==> config.mk <==
export PLATFORM = sky130hd
export DESIGN_NAME = word_fifo
export DESIGN_NICKNAME = d
export VERILOG_FILES = /design/src/word_fifo.sv
export SDC_FILE = /design/constraint.sdc
export NUM_CORES = 1
export LEC_CHECK = 0
export BUFFER_PORTS_ARGS = -buffer_cell sky130_fd_sc_hd__buf_2
export CORE_UTILIZATION = 27
export CTS_BUF_LIST = sky130_fd_sc_hd__clkbuf_8
export CTS_CLUSTER_DIAMETER = 120
export DETAILED_ROUTE_END_ITERATION = 12
export RECOVER_POWER = 100
export SETUP_SLACK_MARGIN = 0.3
export SYNTH_ARGS = -nofsm -noshare
export SYNTH_HDL_FRONTEND = slang
export SYNTH_SLANG_ARGS = --single-unit
export TNS_END_PERCENT = 100
==> constraint.sdc <==
create_clock -name clk -period 4.15 [get_ports clk]
set_clock_uncertainty 0.15 [all_clocks]
set_input_delay 0.2075 -clock clk [delete_from_list [all_inputs] [get_ports clk]]
set_output_delay 0.2075 -clock clk [all_outputs]
set_load 0.005 [all_outputs]
==> src/word_fifo.sv <==
`timescale 1ns/10ps
module word_fifo #(
  parameter int WIDTH = 20,
  parameter int DEPTH = 4
) (
  input wire logic clk,
  input wire logic sys_rst,
  input wire logic in_valid,
  output logic in_ready,
  input wire logic [WIDTH-1:0] in_data,
  output logic out_valid,
  input wire logic out_ready,
  output logic [WIDTH-1:0] out_data
);

  localparam int AW = $clog2(DEPTH);

  logic [WIDTH-1:0] mem [DEPTH];
  logic [AW-1:0] wr_ptr;
  logic [AW-1:0] rd_ptr;
  logic [AW:0] count;
  logic push;
  logic pop;

  // Honest full and empty come straight from the occupancy count.
  assign in_ready = (count != (AW+1)'(DEPTH));
  assign out_valid = (count != '0);
  assign push = in_valid && in_ready;
  assign pop = out_valid && out_ready;
  assign out_data = mem[rd_ptr];

  // ****************************************************************
  // Storage and pointers
  // ****************************************************************
  always_ff @(posedge clk) begin
    if (push) begin
      mem[wr_ptr] <= in_data;
    end
  end

  // Pointers wrap at DEPTH, which need not be a power of two.
  always_ff @(posedge clk or posedge sys_rst) begin
    if (sys_rst) begin
      wr_ptr <= '0;
      rd_ptr <= '0;
      count <= '0;
    end else begin
      if (push) begin
        wr_ptr <= (wr_ptr == AW'(DEPTH - 1)) ? '0 : wr_ptr + AW'(1);
      end
      if (pop) begin
        rd_ptr <= (rd_ptr == AW'(DEPTH - 1)) ? '0 : rd_ptr + AW'(1);
      end
      count <= count + (AW+1)'(push) - (AW+1)'(pop);
    end
  end

endmodule

* Word-level counts from Yosys, hierarchy flattened
Memory sizes are Yosys's and may differ from the RTL's.
Index checks and enable logic that the tools add are counted.
** Storage, ports and cells
- Memories :: 1
- Register bits :: 7
- RAM bits :: 80
- Logic and storage cells :: 18
** Memory list
- mem :: words 4, bits a word 20, read ports 1, clocked after Yosys merged registers in 0, wr ports 1, RTL line 18 : logic [WIDTH-1:0] mem [DEPTH];
** Operators by class
- Reduce and logical (&&, ||, !) cells :: 3
- Mux-type cells :: 4
- Add/subtract/negate cells :: 4
- Eq/ne operators :: 3
** Operators by type and width (count)
- adder 2 x 1 -> 2 bit (second input constant) :: 2
- == test 2 bit (second input constant) :: 2
- two-way mux 2 bit :: 2
- adder 3 x 1 -> 3 bit :: 1
- != test 3 bit (second input constant) :: 1
- nonzero test 3 bit :: 1
- subtractor 3 x 1 -> 3 bit :: 1
- logical AND 1 bit :: 2
- two-way mux 1 bit :: 2

* Depth between registers and ports, before layout
Gate-level depths: netlist of the first run.
- Word-level depth :: 4
- Gate-level depth with buffers :: 10
- Mapped depth without buffers :: 10

* Worst setup path before layout of the first run
OpenSTA, ideal clock, no wires.
- Path type :: flip-flop to flip-flop
- Start :: register count[1]
- End :: register count[2]
- Setup slack :: 1.820 ns
- Data arrival time :: 2.057 ns
- Required time :: 3.877 ns
- Cell stages (with the launch flop) :: 11
- Setup time :: 0.123 ns
- Period minus slack after synthesis :: 2.330 ns
- Cells stage by stage :: dfrtp_1 -> or3b_1 -> buf_6 -> nand2_4 -> ha_1 -> inv_1 -> ha_1 -> inv_1 -> fa_1 -> xnor2_1 -> xnor2_1
** On the way
- Cells in the longest elaborated chain, start to end :: 4
- Elaborated cells on any way between the ends :: 6
** Ends and longest elaborated chain
- start, declared :: RTL line 21 : logic [AW:0] count;
- start signal, assigned :: RTL line 54 : count <= count + (AW+1)'(push) - (AW+1)'(pop);
- != test 3 bit :: RTL line 26 : assign in_ready = (count != (AW+1)'(DEPTH));
- via in_ready :: RTL line 9 : output logic in_ready,
- logical AND 1 bit :: RTL line 28 : assign push = in_valid && in_ready;
- adder 3 x 1 -> 3 bit :: RTL line 54
- subtractor 3 x 1 -> 3 bit :: RTL line 54
The timed path passes the listed nets, and every way through them passes these cells.
A chain may end at the register's enable or synchronous reset.

* Worst setup path in the final report of the first run
- Start :: register rd_ptr[0]
- End :: output port out_data[17]
** On the way
- Cells in the longest elaborated chain, start to end :: 1
** Ends and longest elaborated chain
- start, declared :: RTL line 20 : logic [AW-1:0] rd_ptr;
- start signal, assigned :: RTL line 52 : rd_ptr <= (rd_ptr == AW'(DEPTH - 1)) ? '0 : rd_ptr + AW'(1);
- memory read (4 x 20 bit)
- end, declared :: RTL line 13 : output logic [WIDTH-1:0] out_data
No other way between the ends.

==> metrics, run 1 <==
final wirelength=5670 um; YS warnings=0; Pwr Density=630 nW/um^2; FFs w/ async S/R, synth=0.0805; final worst-path cycle share=0.666; clk slew on worst S/H paths=0.07 ns; drc violations=0; Post-synth EDFFs=80; initial drt markers=79; Post-DP Area=about 3700 um^2; Net Count, Synth=175; Rel. slew slack=0.0754; Initial Util=0.277; GRT Residual Overflow=0; clock share of power=0.213; Synth area leaders=edfxtp_1 (72%), mux4_2 (14%), dfrtp_1 (5.3%); Final Setup Violations=0; share of layout cells above drive strength 1=0.217; first-pass GRT wire length=8920 um; Die H=around 110 um; synth cell count leaders=edfxtp_1 (80), mux4_2 (20), dfrtp_1 (7), ha_1 (7), inv_1 (7); vias in the first global route=between 1500 and 2000; WHS Path Cells=3; crit-path leading delay family=flip-flops; cells after synthesis=143; IO Count=46; area grow syn2layout=21.6%; hold endpoint=rd_ptr[0]; post-CTS resize count=0; Flop pwr share=0.524; Max Cap Viol=0; Pre-Repair DR Iteration Count=4; Syn Std Cell Area=around 3300 um^2; Final Max Tran Viols=0; Global Route Usage Sum=0.0982; Synth Area per Inst=~23 um^2; critical path peak fanout=23; clk_lat worst skew=around 0.35 ns; Worst Setup End Kind=output port; CP max stage cell=dfrtp_1; Clock Tree Buf Depth=2; reg-to-reg endpoint=count[2]; startpoint types=flop; status=finished, final reports clean; via count=1583; Synth cell types=19; delay of the slowest cell on the worst path=1.27 ns; GPL Wtd Cong=roughly 0.74; row count=40; detailed-route vias per instance=4.30; WS Path Type=flop to output port; CTS H-tree depth=3; Final Hold Viols=0; fin area=4050 um^2; register area share after synthesis=0.774; most used routing layer=met2; worst r2r src=count[1]; initial antenna violation count=0; Sw Pwr=0.730 mW; Post-DP HPWL=3400 um; overall power=roughly 2.5 mW; number of fillers in the final layout=around 1200; Internal Power=1.82 mW; met3 Track Usage GR=0.0418; Tmin final=2.76 ns; predominant post-synthesis flop cell=edfxtp_1; Comb pwr share=0.264; final antenna-violating net count=0; count leader, synth=edfxtp_1; layout net count=248; Sw Share=0.286; worst path required time=3.79 ns; Critical Path AT=2.41 ns; drt wl/cell=15.4 um; crit-path cells=mux4_2 -> buf_2; Fmax=about 360 MHz; routing usage on met1=0.124; Port-buffer cells=between 40 and 50; M2 GR Usage=0.147; Clock Sinks=87; share of the synthesized area in the top cell type=0.722; ANT cells=0; Total Die Area=~13000 um^2; Worst-Margin Slew=roughly 1.4 ns; largest net degree at the start of global routing=24; Root Driver=clkbuf_8; cell depth of the worst flop-to-flop path=9; Core ar.=12000 um^2; CTS tree=built; peak supply drop=0.000467 V; FF-to-FF setup slack=1.70 ns; chip width=~110 um; Buffers & Inverters on Critical Path=1; RSZ-0062 raised after global routing=false; register bit count reported by yosys=87; leakage=around 1.4 nW; Hold Crit Start=out_ready; Hold Crit Class=primary input to flop; CTS Buf Count=9; Synth area leader=edfxtp_1; setup tns final=0 ns
worst min-delay path, delay by kind of cell:
kind          cells  cell delay [ns]
mux               1             0.17
buf+inv           1             0.10
simple gates      1             0.12
stage by stage:
stage          worst slack (ns)  utilization  std cells  hold slack [ns]
6_report                   1.39        0.337        368            0.124
5_1_grt                    1.16        0.337        368            0.112
4_1_cts                    1.72        0.342        368           0.0766
3_5_place_dp               1.72        0.309        331           0.0112
3_3_place_gp               1.77        0.309        331          0.00209
2_1_floorplan              1.82            -        143           -0.139
kinds of logic (layout without fill, tap and decap cells):
group / Yosys count / in the layout / synth area share
xor+xnor: 2 / 2 / 0.00526
fa+ha+maj: 8 / 8 / 0.0323
buf+inv: 12 / 90 / 0.0184
flops: 87 / 87 / 0.774
mux: 24 / 24 / 0.151
simple gates: 10 / 10 / 0.0188
power groups by stage:
stage                     clock (mW)  combinational (mW)  sequential [mW]
after floorplan                    0               0.544             1.24
after global placement             0               0.699             1.35
after detailed placement           0               0.706             1.36
after CTS                      0.561               0.726             1.34
after global routing           0.591               0.753             1.37
final                          0.542               0.672             1.33
worst max path at each step:
stage / cells after the start / to / start / slack (ns)
2_1_floorplan: 10 / count[2] / count[1] / 1.82
3_3_place_gp: 9 / count[2] / count[1] / 1.77
3_5_place_dp: 9 / count[2] / count[1] / 1.72
4_1_cts: 9 / count[2] / count[1] / 1.72
5_1_grt: 2 / out_data[17] / rd_ptr[0] / 1.16
6_report: 2 / out_data[17] / rd_ptr[0] / 1.39
cell usage in the layout, fill, tap and decap left out, drive strengths merged:
cell type and n:
clkbuf 41, dlygate4sd3 21, xnor2 2, bufinv 1, buf 14, ha 7
clkinv 2, and3 4, clkinvlp 1, nor2 2, or3 1, or3b 1
fa 1, mux4 20, dfrtp 7, nand2 2, edfxtp 80, inv 10
mux2 4
state kept, by name, indices dropped and copies added (netlist names):
name and flops:
count 3, mem 80, rd_ptr 2, wr_ptr 2
final cells by class:
| class | count | area [um^2] | share of cell area |
|---|---|---|---|
| flip-flops and latches | 87 | 2580 | 0.637 |
| inverters | 7 | 26.3 | 0.00649 |
| repair buffers | 67 | 399 | 0.0986 |
| clock inverters | 7 | 57.6 | 0.0142 |
| well taps | 147 | 184 | 0.0454 |
| multi-input cells | 44 | 679 | 0.168 |
| clock buffers | 9 | 124 | 0.0306 |
what timing repair did:
action	in CTS	in global routing
setup buffers	0	0
hold buffers	21	0
endpoints found under the hold margin	87	0
metal layers:
metal / vias to the layer above / wire length (um) / part of all wire
met3: 10 / 271 / 0.048
li1: 720 / - / -
met2: 40 / 2600 / 0.46
met5: - / 0 / 0
met1: 813 / 2690 / 0.47
met4: 0 / 109 / 0.019
(Power assumes the default switching activity.)
==> inputs of run 2 (changes only) <==
Clock period 4.15 ns to 2.3 ns, I/O delays scaled along.
==> run 2 against run 1 <==
Compared with the run above: non-clock buffer count increased by 12; clock power increased by 140%; via count increased by 1.2%; utilization increased by 1.8 points; critical endpoint is now count[2]; largest cell class unchanged.
==> metrics, run 2 (synthesized netlist as in run 1, its figures left out) <==
GRT Residual Overflow=0 (unchanged); WS Path Type=flop to flop; commonest non-fill, non-tap cell in the layout=edfxtp_1; crit-path leading delay family=adder cells; Max Cap Viol=0 (unchanged); status=finished, final reports clean; Layout Cells excl Fill=380 (+3.3%); CTS tree=built; Clock Tree Buf Depth=2 (unchanged); Worst-Margin Slew=0.654 ns (-0.732 ns); Internal Power=3.73 mW (+110%); drc violations=0 (unchanged); Initial Util=0.277 (unchanged); Tmin final=2.19 ns; Pre-Repair DR Iteration Count=4 (unchanged); area grow syn2layout=28.1%; Sw Share=0.274 (-0.0123); CP max stage cell=or3_4; Fmax=457 MHz; final worst-path cycle share=0.950; first-pass GRT wire length=9430 um (+5.6%); initial drt markers=96 (+22%); clk slew on worst S/H paths=0.08 ns (about the same); leakage=1.48 nW (+7.1%); Clock Sinks=87 (unchanged); chip width=113 um (unchanged); Worst Setup End Kind=flop; worst path required time=2.40 ns (-1.39 ns); dpl cells=339 (+2.4%); Rel. slew slack=0.564 (+0.488); clk_lat worst skew=0.36 ns (about the same); Buffers & Inverters on Critical Path=3 (+2); vias in the first global route=1768 (+8.7%); GPL Wtd Cong=0.745 (+0.84%); setup tns final=0 ns (unchanged); drt wl/cell=15.6 um (+1.5%); Most flops, register=mem; CP dominant cell by count=inv_2; ANT cells=0 (unchanged); final antenna-violating net count=0 (unchanged); Critical Path AT=2.28 ns (-0.13 ns); row count=40 (unchanged); initial antenna violation count=0 (unchanged); Comb pwr share=0.315 (+0.051); RSZ-0062 raised after global routing=true; detailed-route vias per instance=4.22 (-2.0%); Final Setup Violations=0 (unchanged); Flop pwr share=0.435 (-0.089); max reg flops=80 (unchanged); Die H=113 um (unchanged); via count=1602 (+1.2%); Core ar.=12000 um^2 (unchanged); startpoint types=flop; layout net count=260 (+4.8%); Global Route Usage Sum=0.103 (+0.00503); Port-buffer cells=45 (unchanged); final wirelength=5950 um (+4.8%); Final Max Tran Viols=0 (unchanged); Root Driver=clkbuf_8; peak supply drop=0.000850 V (+82%); Post-DP HPWL=3510 um (+3.3%); Pwr Density=1200 nW/um^2 (+91%); share of layout cells above drive strength 1=0.322 (+0.105); Hold Crit Class=primary input to flop; critical path peak fanout=3 (-87%); CTS Buf Count=9 (unchanged); crit-path cells=or3_4 -> nand2_4 -> inv_2 -> ha_4 -> inv_2 -> ha_4 -> inv_2 -> fa_2 -> xnor2_2 -> xnor2_1; largest registers=mem (80), count (3); CTS H-tree depth=3 (unchanged); Sw Pwr=1.41 mW (+93%); most frequent cells in the layout=edfxtp_1 (80), clkbuf_1 (34), dlygate4sd3_1 (21); delay of the slowest cell on the worst path=0.41 ns (-0.86 ns); IO Count=46 (unchanged); Final Hold Viols=0 (unchanged); clock share of power=0.250 (+0.037); largest net degree at the start of global routing=21 (-13%); Total Die Area=12800 um^2 (unchanged)
-- run 2: changes by cell type in the layout (fill, tap and decap cells not counted), sizes merged --
cell      previous run  this run
clkbuf              41        50
buf                 14        19
bufinv               1         3
clkinv               2         0
clkinvlp             1         0
inv                 10         9
-- run 2: worst reg2reg max path, delay by kind of cell (launching register included) --
kind	cells	cell delay [ns]
flip-flops	1	0.40
adder cells (fa/ha/maj)	3	0.65
XOR/XNOR	2	0.26
buffers and inverters	3	0.13
AND/OR/NAND/NOR	2	0.48
-- run 2: final cells by class --
class	count	area, um^2
Clock inverter	5	97.6
Sequential cell	87	2580
Timing Repair Buffer	79	488
Multi-Input combinational cell	44	741
Clock buffer	11	151
Tap cell	147	184
Fill cell	1147	7740
Inverter	7	26.3
-- run 2: through the flow --
stage	util	worst slack (ns)	hold slack, ns	instance area, um^2	total power, mW
6_report	0.355	0.114	0.0594	4270	5.14
5_1_grt	0.355	0.0357	0.0372	4270	5.45
3_3_place_gp	0.319	0.0821	-0.0864	3830	3.88
3_5_place_dp	0.319	0.0527	-0.0744	3830	3.92
2_1_floorplan	-	0.0425	-0.232	3360	3.26
4_1_cts	0.361	0.0832	0.0329	4340	5.32
-- run 2: layer usage --
metal  vias up  track usage  wire length [um]
met2        42        0.169              2940
met4         0       0.0395                95
li1        747            -                 -
met5         -            0                 0
met3         9       0.0412               367
met1       804        0.122              2550
-- run 2: path summary, 6_finish.rpt --
kind | startpoint | endpoint | slack (ns) | cells after the start
setup / recovery | count[2] | count[2] | 0.11 | 10
hold reg to reg | wr_ptr[1] | wr_ptr[1] | 0.44 | 1
hold / removal | out_ready | rd_ptr[0] | 0.06 | 4
setup reg to reg | count[2] | count[2] | 0.11 | 10
min in group asynchronous | sys_rst | wr_ptr[0] | 0.08 | 3
max in group asynchronous | sys_rst | rd_ptr[0] | 1.68 | 3
-- run 2: repair_timing --
action	CTS	global route
pin swaps	6	2
hold buffers	21	0
setup endpoints to repair	18	2
hold endpoints to repair	87	0
resized for setup	5	0
buffers inserted	4	0
-- run 2: power groups by stage --
stage                     clock network (mW)  registers [mW]  logic [mW]
after floorplan                            0            2.24        1.02
after global placement                     0            2.29        1.59
after detailed placement                   0            2.30        1.62
after CTS                               1.32            2.24        1.76
after global routing                    1.39            2.27        1.78
final                                   1.28            2.23        1.62
